### src/hdl/exec_consts.vh
// Constants for the instruction execution datapath
`ifndef EXEC_CONSTS_VH
`define EXEC_CONSTS_VH
// Register byte offsets
`define OFS_ACCUM 8'h00
`define OFS_STATUS 8'h04
`define OFS_COMMAND 8'h08
`define OFS_PC 8'h0C
`define OFS_STACK 8'h10
`define OFS_WATCHDOG 8'h14
`define OFS_DATA 8'h20
// Status bit positions
`define ST_CARRY 0
`define ST_AUX 1
`define ST_ZERO 2
`define ST_OVFL 3
`define ST_PWRDN 4
`define ST_TMOUT 5
`define ST_BUSY 8
`define ST_PRE_FIRST 9
`define ST_PRE_SECOND 10
// Command fields
`define CMD_OP_HI 4
`define CMD_OP_LO 0
`define CMD_BIT_HI 7
`define CMD_BIT_LO 5
`define CMD_ADDR_HI 10
`define CMD_ADDR_LO 8
`define CMD_IMM_HI 25
`define CMD_IMM_LO 16
// Operation codes
`define OP_NOP 5'h00
`define OP_ADD_CARRY_ACC 5'h01
`define OP_ADD_CARRY_MEM 5'h02
`define OP_ADD_ACC 5'h03
`define OP_ADD_IMM 5'h04
`define OP_ADD_MEM 5'h05
`define OP_AND_ACC 5'h06
`define OP_AND_IMM 5'h07
`define OP_AND_MEM 5'h08
`define OP_CALL 5'h09
`define OP_ZERO_BYTE 5'h0A
`define OP_ZERO_BIT 5'h0B
`define OP_WD_CLEAR 5'h0C
`define OP_WD_PRE_FIRST 5'h0D
`define OP_WD_PRE_SECOND 5'h0E
`define OP_INV_MEM 5'h0F
`define OP_INV_ACC 5'h10
`define OP_DEC_ADJ 5'h11
`define OP_DECR_MEM 5'h12
`define OP_DECR_ACC 5'h13
// Reset values
`define RST_BYTE 8'h00
`define RST_PC 10'h000
`define RST_FLAGS 6'h00
// Timing: one instruction cycle is four system clocks
`define CLKS_PER_CYCLE 4
`define BUSY_ONE 4'h3
`define BUSY_TWO 4'h7
`define BUSY_THREE 4'hB
// Decimal adjust figures
`define BCD_MAX 5'h09
`define BCD_FIX 5'h06
// Data memory: index 0 aliases the program counter low byte
`define PC_LOW_INDEX 3'h0
`endif

### src/hdl/watchdog_unit.v
// Watchdog counter with prescaler and restart control
module watchdog_unit (
    // Clock and reset
    input wire pclk,
    input wire presetn,
    input wire ce,
    // Control
    input wire restart,
    // State
    output reg [7:0] watchdog_counter,
    output reg timeout_pulse
);
    reg [7:0] prescaler;

    always @(posedge pclk or negedge presetn)
    begin
        if (!presetn)
        begin
            prescaler <= 8'h00;
            watchdog_counter <= 8'h00;
            timeout_pulse <= 1'b0;
        end
        else if (ce)
        begin
            timeout_pulse <= 1'b0;
            if (restart)
            begin
                prescaler <= 8'h00;
                watchdog_counter <= 8'h00;
            end
            else
            begin
                prescaler <= prescaler + 8'h01;
                if (prescaler == 8'hFF)
                begin
                    watchdog_counter <= watchdog_counter + 8'h01;
                    // Counter wraps; the expiry is reported once
                    if (watchdog_counter == 8'hFF)
                        timeout_pulse <= 1'b1;
                end
            end
        end
    end
endmodule // watchdog_unit

### src/hdl/exec_unit.v
// Instruction execution datapath with APB register access
// What this block does
// - add-with-carry to accumulator: acc+mem+carry, flags OV Z AC C
// - add-with-carry to memory: acc+mem+carry into byte, flags OV Z AC C
// - add memory to accumulator, no carry in, flags OV Z AC C
// - add immediate to accumulator, no carry in, flags OV Z AC C
// - add accumulator into memory byte, no carry in, flags OV Z AC C
// - AND memory into accumulator, only zero flag changes
// - AND immediate into accumulator, only zero flag changes
// - AND accumulator into memory byte, only zero flag changes
// - call pushes pc plus one, loads target, flags untouched
// - byte clear writes zero to memory, flags untouched
// - bit clear zeroes one selected bit, others and flags untouched
// - watchdog clear restarts counter and prescaler, clears both flags
// - preclear acts only when the partner preclear already ran
// - lone preclear only records itself, watchdog and flags kept
// - invert memory byte in place, only zero flag changes
// - inverted byte to accumulator, memory kept, only zero flag
// - decimal adjust low nibble adds six when above nine or aux
// - decimal adjust high nibble adds low carry, then six and sets carry when above nine or carry
// - decimal adjust writes memory only, only carry may change
// - decrement memory byte in place, only zero flag changes
// - decremented byte to accumulator, memory kept, only zero flag
// - writing pc low byte costs one extra instruction cycle
//
// Chosen here: the APB register port and the placing of the registers.
`include "exec_consts.vh"
module exec_unit (
    // Clock, reset, enable
    input wire pclk,
    input wire presetn,
    input wire ce,
    // APB slave
    input wire psel,
    input wire penable,
    input wire pwrite,
    input wire [7:0] paddr,
    input wire [31:0] pwdata,
    output wire pready,
    output reg [31:0] prdata,
    output wire pslverr,
    // Status
    output wire busy
);
    reg [7:0] accumulator_reg;
    reg carry_flag;
    reg aux_carry_flag;
    reg zero_flag;
    reg overflow_flag;
    reg powerdown_flag;
    reg timeout_flag;
    reg pre_first_seen;
    reg pre_second_seen;
    reg [9:0] pc;
    reg [9:0] stack_mem [0:3];
    reg [1:0] sp;
    reg [3:0] busy_count;
    reg [7:0] ram [1:7];
    wire [7:0] watchdog_counter;
    wire timeout_pulse;

    // APB decode
    wire setup = psel && !penable;
    wire access = psel && penable && ce;
    wire wr = access && pwrite;
    wire is_data = (paddr[7:5] == 3'h1) && (paddr[1:0] == 2'b00);
    wire [2:0] data_idx = paddr[4:2];
    wire mapped = is_data || paddr == `OFS_ACCUM || paddr == `OFS_STATUS ||
        paddr == `OFS_COMMAND || paddr == `OFS_PC ||
        paddr == `OFS_STACK || paddr == `OFS_WATCHDOG;
    assign pready = ce;
    assign pslverr = access && !mapped;
    assign busy = busy_count != 4'h0;

    // Command fields
    wire [4:0] op = pwdata[`CMD_OP_HI:`CMD_OP_LO];
    wire [2:0] bit_sel = pwdata[`CMD_BIT_HI:`CMD_BIT_LO];
    wire [2:0] mem_idx = pwdata[`CMD_ADDR_HI:`CMD_ADDR_LO];
    wire [9:0] imm = pwdata[`CMD_IMM_HI:`CMD_IMM_LO];
    // Commands arriving while busy are dropped, not queued
    wire issue = wr && paddr == `OFS_COMMAND && !busy;

    wire [7:0] mem_val = (mem_idx == `PC_LOW_INDEX) ? pc[7:0] : ram[mem_idx];

    // Shared adder
    reg [7:0] add_b;
    reg add_cin;
    reg [8:0] sum;
    reg [4:0] low_sum;
    reg add_ovf;
    // Decimal adjust
    reg [4:0] dlo;
    reg low_nibble_carry;
    reg [4:0] dhi;
    reg dcarry;
    // Execution results
    reg [7:0] next_result;
    reg to_acc;
    reg to_mem;
    reg upd_zero;
    reg upd_arith;
    reg upd_carry;
    reg next_carry;
    reg wd_restart;
    reg next_pre_first;
    reg next_pre_second;
    reg is_call;

    always @*
    begin
        add_b = mem_val;
        add_cin = 1'b0;
        if (op == `OP_ADD_IMM)
            add_b = imm[7:0];
        if (op == `OP_ADD_CARRY_ACC || op == `OP_ADD_CARRY_MEM)
            add_cin = carry_flag;
        sum = {1'b0, accumulator_reg} + {1'b0, add_b} + {8'h00, add_cin};
        low_sum = {1'b0, accumulator_reg[3:0]} + {1'b0, add_b[3:0]} +
            {4'h0, add_cin};
        add_ovf = (accumulator_reg[7] == add_b[7]) &&
            (sum[7] != accumulator_reg[7]);

        dlo = {1'b0, accumulator_reg[3:0]};
        if (dlo > `BCD_MAX || aux_carry_flag)
            dlo = dlo + `BCD_FIX;
        low_nibble_carry = dlo[4];
        dhi = {1'b0, accumulator_reg[7:4]} + {4'h0, low_nibble_carry};
        dcarry = carry_flag || dhi > `BCD_MAX;
        if (dcarry)
            dhi = dhi + `BCD_FIX;
        next_result = sum[7:0];
        to_acc = 1'b0;
        to_mem = 1'b0;
        upd_zero = 1'b0;
        upd_arith = 1'b0;
        upd_carry = 1'b0;
        next_carry = sum[8];
        wd_restart = 1'b0;
        next_pre_first = pre_first_seen;
        next_pre_second = pre_second_seen;
        is_call = 1'b0;
        case (op)
            `OP_ADD_CARRY_ACC, `OP_ADD_ACC, `OP_ADD_IMM:
            begin
                to_acc = 1'b1;
                upd_arith = 1'b1;
            end
            `OP_ADD_CARRY_MEM, `OP_ADD_MEM:
            begin
                to_mem = 1'b1;
                upd_arith = 1'b1;
            end
            `OP_AND_ACC:
            begin
                next_result = accumulator_reg & mem_val;
                to_acc = 1'b1;
                upd_zero = 1'b1;
            end
            `OP_AND_IMM:
            begin
                next_result = accumulator_reg & imm[7:0];
                to_acc = 1'b1;
                upd_zero = 1'b1;
            end
            `OP_AND_MEM:
            begin
                next_result = accumulator_reg & mem_val;
                to_mem = 1'b1;
                upd_zero = 1'b1;
            end
            `OP_CALL: is_call = 1'b1;
            `OP_ZERO_BYTE:
            begin
                next_result = 8'h00;
                to_mem = 1'b1;
            end
            `OP_ZERO_BIT:
            begin
                next_result = mem_val & ~(8'h01 << bit_sel);
                to_mem = 1'b1;
            end
            `OP_WD_CLEAR:
            begin
                wd_restart = 1'b1;
                next_pre_first = 1'b0;
                next_pre_second = 1'b0;
            end
            `OP_WD_PRE_FIRST, `OP_WD_PRE_SECOND:
            begin
                if (op == `OP_WD_PRE_FIRST ? pre_second_seen : pre_first_seen)
                begin
                    wd_restart = 1'b1;
                    next_pre_first = 1'b0;
                    next_pre_second = 1'b0;
                end
                else if (op == `OP_WD_PRE_FIRST)
                    next_pre_first = 1'b1;
                else
                    next_pre_second = 1'b1;
            end
            `OP_INV_MEM:
            begin
                next_result = ~mem_val;
                to_mem = 1'b1;
                upd_zero = 1'b1;
            end
            `OP_INV_ACC:
            begin
                next_result = ~mem_val;
                to_acc = 1'b1;
                upd_zero = 1'b1;
            end
            `OP_DEC_ADJ:
            begin
                next_result = {dhi[3:0], dlo[3:0]};
                to_mem = 1'b1;
                upd_carry = 1'b1;
                next_carry = dcarry;
            end
            `OP_DECR_MEM:
            begin
                next_result = mem_val - 8'h01;
                to_mem = 1'b1;
                upd_zero = 1'b1;
            end
            `OP_DECR_ACC:
            begin
                next_result = mem_val - 8'h01;
                to_acc = 1'b1;
                upd_zero = 1'b1;
            end
            default: next_result = sum[7:0];
        endcase
    end
    wire pcl_write = issue && to_mem && mem_idx == `PC_LOW_INDEX;
    wire [9:0] pc_inc = pc + 10'h001;
    watchdog_unit u_watchdog (
        .pclk(pclk),
        .presetn(presetn),
        .ce(ce),
        .restart(issue && wd_restart),
        .watchdog_counter(watchdog_counter),
        .timeout_pulse(timeout_pulse)
    );
    // Accumulator, flags, program counter, stack, timing
    always @(posedge pclk or negedge presetn)
    begin
        if (!presetn)
        begin
            accumulator_reg <= `RST_BYTE;
            {timeout_flag, powerdown_flag, overflow_flag, zero_flag,
                aux_carry_flag, carry_flag} <= `RST_FLAGS;
            pre_first_seen <= 1'b0;
            pre_second_seen <= 1'b0;
            pc <= `RST_PC;
            sp <= 2'h0;
            stack_mem[0] <= `RST_PC;
            stack_mem[1] <= `RST_PC;
            stack_mem[2] <= `RST_PC;
            stack_mem[3] <= `RST_PC;
            busy_count <= 4'h0;
        end
        else if (ce)
        begin
            if (busy)
                busy_count <= busy_count - 4'h1;
            if (wr && paddr == `OFS_ACCUM)
                accumulator_reg <= pwdata[7:0];
            // Flag bits sit side by side, carry lowest
            if (wr && paddr == `OFS_STATUS)
                {timeout_flag, powerdown_flag, overflow_flag,
                    zero_flag, aux_carry_flag, carry_flag} <=
                    pwdata[`ST_TMOUT:`ST_CARRY];
            if (wr && paddr == `OFS_PC)
                pc <= pwdata[9:0];
            if (issue)
            begin
                busy_count <= `BUSY_ONE;
                pc <= pc_inc;
                pre_first_seen <= next_pre_first;
                pre_second_seen <= next_pre_second;
                if (to_acc)
                    accumulator_reg <= next_result;
                if (upd_zero || upd_arith)
                    zero_flag <= next_result == 8'h00;
                if (upd_arith)
                begin
                    overflow_flag <= add_ovf;
                    aux_carry_flag <= low_sum[4];
                end
                if (upd_arith || upd_carry)
                    carry_flag <= next_carry;
                if (wd_restart)
                begin
                    timeout_flag <= 1'b0;
                    powerdown_flag <= 1'b0;
                end
                if (is_call)
                begin
                    stack_mem[sp] <= pc_inc;
                    sp <= sp + 2'h1;
                    pc <= imm;
                    busy_count <= `BUSY_TWO;
                end
                if (pcl_write)
                begin
                    pc <= {pc[9:8], next_result};
                    busy_count <= `BUSY_TWO;
                end
            end
            // Expiry wins over any clear in the same cycle
            if (timeout_pulse)
                timeout_flag <= 1'b1;
        end
    end

    // Data memory, one entry per generate pass
    genvar i;
    generate
        for (i = 1; i < 8; i = i + 1)
        begin : g_ram
            always @(posedge pclk or negedge presetn)
            begin
                if (!presetn)
                    ram[i] <= `RST_BYTE;
                else if (ce)
                begin
                    if (issue && to_mem && mem_idx == i)
                        ram[i] <= next_result;
                    else if (wr && is_data && data_idx == i)
                        ram[i] <= pwdata[7:0];
                end
            end
        end
    endgenerate

    // Read data captured in the setup phase, stable through access
    always @(posedge pclk or negedge presetn)
    begin
        if (!presetn)
            prdata <= 32'h0000_0000;
        else if (ce && setup)
        begin
            prdata <= 32'h0000_0000;
            if (is_data)
                prdata[7:0] <= (data_idx == `PC_LOW_INDEX) ? pc[7:0] :
                    ram[data_idx];
            else
                case (paddr)
                    `OFS_ACCUM:
                        prdata[7:0] <= accumulator_reg;
                    `OFS_STATUS:
                        prdata[10:0] <= {pre_second_seen, pre_first_seen,
                            busy, 2'b00, timeout_flag, powerdown_flag,
                            overflow_flag, zero_flag, aux_carry_flag,
                            carry_flag};
                    `OFS_PC:
                        prdata[9:0] <= pc;
                    `OFS_STACK:
                        prdata[17:0] <= {sp, 6'h00, stack_mem[sp - 2'h1]};
                    `OFS_WATCHDOG:
                        prdata[7:0] <= watchdog_counter;
                    default:
                        prdata <= 32'h0000_0000;
                endcase
        end
    end
endmodule // exec_unit

### config.mk
export PLATFORM = sky130hd
export DESIGN_NAME = exec_unit
export DESIGN_NICKNAME = d
export VERILOG_FILES = /design/src/hdl/watchdog_unit.v /design/src/hdl/exec_unit.v
export VERILOG_INCLUDE_DIRS = /design/src /design/src/hdl
export SDC_FILE = /design/constraint.sdc
export NUM_CORES = 1
export LEC_CHECK = 0
export BUFFER_PORTS_ARGS = -buffer_cell sky130_fd_sc_hd__buf_2
export CORE_ASPECT_RATIO = 0.7
export CORE_MARGIN = 2
export CORE_UTILIZATION = 40
export CTS_CLUSTER_DIAMETER = 50
export CTS_CLUSTER_SIZE = 25
export DETAILED_ROUTE_END_ITERATION = 6
export GPL_TIMING_DRIVEN = 0
export PLACE_DENSITY = 0.63
export SETUP_SLACK_MARGIN = 0.02
export SLEW_MARGIN = 10
export SYNTH_ARGS = -nofsm -noshare
export SYNTH_HDL_FRONTEND = slang
export SYNTH_SLANG_ARGS = --single-unit
### constraint.sdc
create_clock -name pclk -period 6.9 [get_ports pclk]
set_input_delay 1.38 -clock pclk [delete_from_list [all_inputs] [get_ports pclk]]
set_output_delay 1.38 -clock pclk [all_outputs]
set_load 0.005 [all_outputs]
==> After elaboration in Yosys (flattened, before gate mapping) <==
Index checks and enable logic that the tools add are counted.
{ "classes": {"n_addsub": 14, "mul": 0, "div_mod_pow": 0, "n_lt_le_gt_ge": 7, "eq_ne": 46, "shift": 1, "mux": 91, "bitwise": 9, "reduce_logical": 85} }
{ "ops": {"columns": ["operator", "count"], "rows": [
  ["8-bit 2-to-1 mux", 28],
  ["10-bit 2-to-1 mux", 8],
  ["8-bit case mux with 7 select lines", 1],
  ["8-bit binary-select mux with 3-bit select", 2],
  ["40-bit bitwise mux", 1],
  ["5-bit by 4-bit == test with 1-bit output, second input constant", 8],
  ["8-bit case mux with 5 select lines", 1],
  ["1-bit 2-to-1 mux", 37],
  ["1-bit logical AND", 32],
  ["8-bit bitwise AND", 3],
  ["3-bit == test, second input constant", 8],
  ["2-bit nonzero test", 11],
  ["10-bit binary-select mux with 2-bit select", 1],
  ["10-bit demux with 2-bit select", 1],
  ["5-bit by 3-bit == test with 1-bit output, second input constant", 4],
  ["5-bit == test, second input constant", 4],
  ["2-bit AND reduction", 10],
  ["8-bit by 1-bit adder with 8-bit output, second input constant", 2],
  ["8-bit by 4-bit == test with 1-bit output, second input constant", 2],
  ["8-bit by 5-bit == test with 1-bit output, second input constant", 2],
  ["8-bit == test, second input constant", 2],
  ["8-bit zero test", 2],
  ["4-bit 2-to-1 mux", 4],
  ["8-bit inverter", 2],
  ["other kinds (45)", 77]
]} }
{ "word_totals": {"reg_bits": 177, "latchBits": 0, "ram_bits": 0, "rom_bits": 0, "in_bits": 46, "out_inout_bits": 35, "word_cells": 281, "mem_count": 0} }

==> Logic depth before layout (Yosys ltp) <==
{ "depth": {"depth_word": 12, "mapped_depth": 18} }

==> Hierarchy <==
A second synthesis with hierarchy kept.
{ "unflattened": {"hier_cells": 1165, "area_unflattened_um2": 10712.8} }
{ "modules_own_cells": {"columns": ["module", "n_inst", "cells_each", "area_each_um2", "seq_area_each_um2"], "rows": [
  ["exec_unit", 1, 1077, 9786.9, 3528.4],
  ["watchdog_unit", 1, 88, 925.9, 425.4]
]} }

==> Worst setup path before layout <==
OpenSTA, ideal clock, no wires.
{ "synth_timing": {"path_kind": "input-to-reg", "start": "input pwdata[2]", "end": "register zero_flag", "t_arrival_ps": 4628, "setup_slack_ps": 2205, "stages": 15, "cell_sequence": "buf_2 -> nor2b_1 -> nand3_1 -> clkbuf_1 -> o21ai_0 -> fa_1 -> inv_1 -> fa_1 -> a21o_1 -> a21oi_1 -> xor2_1 -> o211ai_4 -> or4_1 -> nor3_2 -> a41o_1"} }
{ "synth_between": {"elab_chain_cells": 8, "word_cells_on_any_way": 33, "classes_between": "add/sub (2); eq/ne (15); mux (8); reduce/logical (8)"} }
{ "synth_rtl": {"columns": ["item", "line", "text"], "rows": [
  ["start, declared", "exec_unit.v:38", "input wire [31:0] pwdata,"],
  ["5-bit by 3-bit == test with 1-bit output (tied with other cells)", "exec_unit.v:142", "case (op)"],
  ["8-bit 2-to-1 mux / 1-bit logical OR (equally long branches)", null, null],
  ["8-bit by 8-bit adder with 9-bit output / 1-bit 2-to-1 mux (equally long branches)", "exec_unit.v:117, exec_unit.v:115", null],
  ["9-bit by 1-bit adder with 9-bit output", "exec_unit.v:117", "sum = {1'b0, accumulator_reg} + {1'b0, add_b} + {8'h00, add_cin};"],
  ["8-bit case mux with 7 select lines", "exec_unit.v:142", null],
  ["8-bit zero test", "exec_unit.v:285", "zero_flag <= next_result == 8'h00;"],
  ["1-bit 2-to-1 mux", "exec_unit.v:284", "if (upd_zero || upd_arith)"],
  ["1-bit 2-to-1 mux (*)", "exec_unit.v:276", "if (issue)"],
  ["end, declared", "exec_unit.v:48", "reg zero_flag;"]
]} }
Mark *: on every way between the ends. The rest lies on a longest branch, timed or not.
A chain may end at the register's enable or synchronous reset.

==> Final worst setup path <==
{ "layout_timing": {"start": "input pwdata[8]", "end": "register accumulator_reg[7]"} }
{ "layout_between": {"elab_chain_cells": 11, "word_cells_on_any_way": 16, "classes_between": "add/sub (3); mux (8); bitwise (4); reduce/logical (1)"} }
{ "layout_rtl": {"columns": ["item", "line", "text"], "rows": [
  ["3-bit inverter with 4-bit output (implied by the code)", "exec_unit.v:83", "wire [7:0] mem_val = (mem_idx == `PC_LOW_INDEX) ? pc[7:0] : ram[mem_idx];"],
  ["8-bit binary-select mux with 3-bit select", "exec_unit.v:83", null],
  ["8-bit 2-to-1 mux (implied by the code) (2 in a row)", "exec_unit.v:83", null],
  ["8-bit 2-to-1 mux (*)", "exec_unit.v:83", null],
  ["8-bit 2-to-1 mux", "exec_unit.v:113", "if (op == `OP_ADD_IMM)"],
  ["8-bit by 8-bit adder with 9-bit output", "exec_unit.v:117", null],
  ["9-bit by 1-bit adder with 9-bit output", "exec_unit.v:117", null],
  ["8-bit case mux with 7 select lines (*)", "exec_unit.v:142", null],
  ["8-bit 2-to-1 mux (*)", "exec_unit.v:282", "if (to_acc)"],
  ["8-bit 2-to-1 mux (*)", "exec_unit.v:276", null],
  ["end signal, assigned", "exec_unit.v:250", "accumulator_reg <= `RST_BYTE;"],
  ["end signal, assigned", "exec_unit.v:268", "accumulator_reg <= pwdata[7:0];"],
  ["end signal, assigned", "exec_unit.v:283", "accumulator_reg <= next_result;"],
  ["end, declared", "exec_unit.v:45", "reg [7:0] accumulator_reg;"]
]} }
Mark *: on every way between the ends. The rest lies on a longest branch, timed or not. The select of a mux whose other input is x is not followed.

==> impl_metrics.yaml <==
synth:
  synthCells: 1089
  ys_ff_latch: 158
  synth_cell_types: 85
  synth_top_cell_area_share: 0.370
  ys.flop_type: "dfrtp_1"
  ys_seq_area_frac: 0.370
  ys_async_sr_fraction: 1.00
  ys_warn_count: 0
  syn_area_per_cell_um2: 9.82
  yosysTopAreaCell: "dfrtp_1"
  yosys-top-cells-area: "dfrtp_1 37%, mux4_2 7.2%, mux2_2 5.9%"
  synth_edf_count: 0
  synthTopCellsByCount: "158 x dfrtp_1, 104 x nand2_1, 86 x o21ai_0"
  synth_most_common_cell: "dfrtp_1"
  syn-cell-area_um2: 10700
placement:
  io_buffer_count: 47
  place_congestion: 0.968
  dp_hpwl_mm: 26.3
  dp_slack_ns: 1.24
sta:
  rsz0062_at_grt: "false"
  setup-tns-final_ns: 0
  setup_viol: 0
  timing.final.crit_share: 0.776
  fin_skew_ns: 0.0149
  min_period_ns: 5.35
  tightest_slew_ns: 1.25
  layout_setup_ws_ns: 1.55
  hold_violations: 0
  max_freq_mhz: 187
  slew-limit-headroom: 0.164
  slew_viol_final: 0
cts:
  clock_sinks: 158
  root_buffer: "clkbuf_16"
  cts_resized: 0
  clk_pin_slew_worst_paths_ns: 0.07
  post-cts-setup-buffer-count: 0
  htreeDepth: 4
  hold_buffers: 0
  cts_buffer_depth: 2
  clk_latency_ns: 0.44
  cts_buffers: 17
  cts_tree: "built"
layout:
  seq_area_um2: 3950
  top_register: "ram"
  nets: 1242
  nFillCells: 2582
  drive_gt1_frac: 0.198
  multi_input_area_um2: 6250
  largest_reg_flops: 56
  area_growth_syn_to_layout_pct: 12.7
  top_regs: "ram: 56 flops, stack_mem: 40 flops, prdata: 13 flops"
global_routing:
  grt_overflow: 0
  grt_pass1_vias: 8822
  grtUsageTotal: 0.257
  antenna_found_initial: 0
  grt_pass1_wl_mm: 54.0
  grt_max_degree: 83
min_path:
  hp-class: "reg2reg"
floorplan:
  fp.dieW_um: 199
  ios: 81
  core_area_um2: 26500
  initial_utilization: 0.403
  rows: 50
  fp.dieArea_um2: 28100
  die_y_um: 141
route:
  postRouteAntennaNets: 0
  met3_length_mm: 4.11
  dr.pass1.iters: 7
  viasPerCell: 6.07
  wl_met2_mm: 14.7
  wl_met1_mm: 15.8
  vias: 9425
  top_layer_used: "met4"
  drt_wl_total_mm: 35.2
  wire_per_inst_um: 22.7
  dr.first_iter.drc_count: 1125
  drc: 0
power:
  power.internal_mw: 1.55
  p_comb_frac: 0.132
  power_density_nw_per_um2: 183
  peakVddDrop_uv: 158
  p_seq_frac: 0.455
  finalPower_mw: 2.20
  p_sw_mw: 0.651
  p_clk_frac: 0.413
  p_sw_frac: 0.296
  leakage_nw: 5.27
worst_setup_path:
  critPathLaunchType: "primary input"
  cp_data_arrival_time_ns: 5.59
  cp-end-kind: "flip-flop"
  criticalPathCategory: "in2reg"
  cp_max_fo: 10
  cp.required_ns: 7.13
job:
  drv_cap: 0
run_status:
  status: "completed"
## final timing paths
check | depth (start not counted) | end | startpoint | slack [ns]
worst max-delay path | 12 | accumulator_reg[7] | pwdata[8] | 1.55
worst min-delay path | 2 | prdata[0] | prdata[0] | 0.48
worst max register to register | 15 | zero_flag | pc[0] | 2.63
worst min register to register | 2 | prdata[0] | prdata[0] | 0.48
max in group asynchronous | 2 | u_watchdog.watchdog_counter[4] | presetn | 5.15
min in group asynchronous | 1 | ram[15] | presetn | 0.93
## power groups by stage
stage | Combinational [mW] | Clock (mW) | Sequential, mW
6_report | 0.291 | 0.909 | 1.00
3_5_place_dp | 0.284 | 0 | 1.02
3_3_place_gp | 0.278 | 0 | 1.02
2_1_floorplan | 0.179 | 0 | 1.01
5_1_grt | 0.317 | 0.957 | 1.01
4_1_cts | 0.285 | 0.918 | 1.00
## worst max-delay path, stage by stage
cell     delay, ns
buf_2         0.15
buf_6         0.20
buf_4         0.26
mux4_2        0.55
mux2i_1       0.79
a21oi_1       0.21
ha_1          0.38
nor2_1        0.06
a211o_1       0.29
xnor2_1       0.19
o21ai_1       0.88
a21oi_1       0.23
## through the flow
| step | util | hold WS, ns | std cells | area [um^2] |
|---|---|---|---|---|
| after floorplan | - | 0.445 | 1107 | 10800 |
| after global placement | 0.432 | 0.458 | 1518 | 11500 |
| after detailed placement | 0.433 | 0.468 | 1519 | 11500 |
| after CTS | 0.454 | 0.484 | 1551 | 12000 |
| after global routing | 0.454 | 0.520 | 1551 | 12000 |
| final | 0.454 | 0.483 | 1552 | 12100 |
## cells by family (layout without fill, tap and decap cells)
group,Yosys count,in the layout,synth area share
simple gates,322,322,0.146
compound gates,287,287,0.177
flops,158,158,0.370
mux,151,151,0.201
buf+inv,116,196,0.0522
xor+xnor,32,32,0.0262
fa+ha+maj,22,22,0.0271
other cells,1,20,0.000351
## placed cells by master, fill, tap and decap left out, types with 7 or more instances in the layout
cell	n
o21ai_0	86
a31oi_1	14
mux2_2	56
o31ai_1	7
o211ai_1	7
and3_1	7
or3_1	8
a22oi_1	19
mux2i_1	51
conb_1	19
inv_1	21
nand3_1	26
xnor2_1	17
o22ai_1	16
nand2b_1	8
nor2b_1	16
xor2_1	15
buf_1	9
mux4_2	34
nand2_1	104
a21oi_1	59
clkbuf_1	41
dfrtp_1	158
ha_1	20
buf_2	61
clkbuf_16	17
a211oi_1	9
nor2_1	82
nand4_1	14
buf_4	23
nor3_1	20
## area by class of cell
type | instances | share of cell area
multi-input cells | 833 | 0.519
clock inverters | 13 | 0.00872
plain buffers | 92 | 0.0388
inverters | 24 | 0.00748
flip-flops and latches | 158 | 0.328
clock buffers | 19 | 0.0376
well taps | 364 | 0.0378
diodes | 1 | 0.000208
repair buffers | 48 | 0.0226
## per-layer routing
layer,track usage,up-vias
li1,-,4205
met1,0.380,4681
met2,0.362,487
met3,0.0880,52
met4,0.0534,0
met5,0,-
Power figures use the tool's default switching activity.
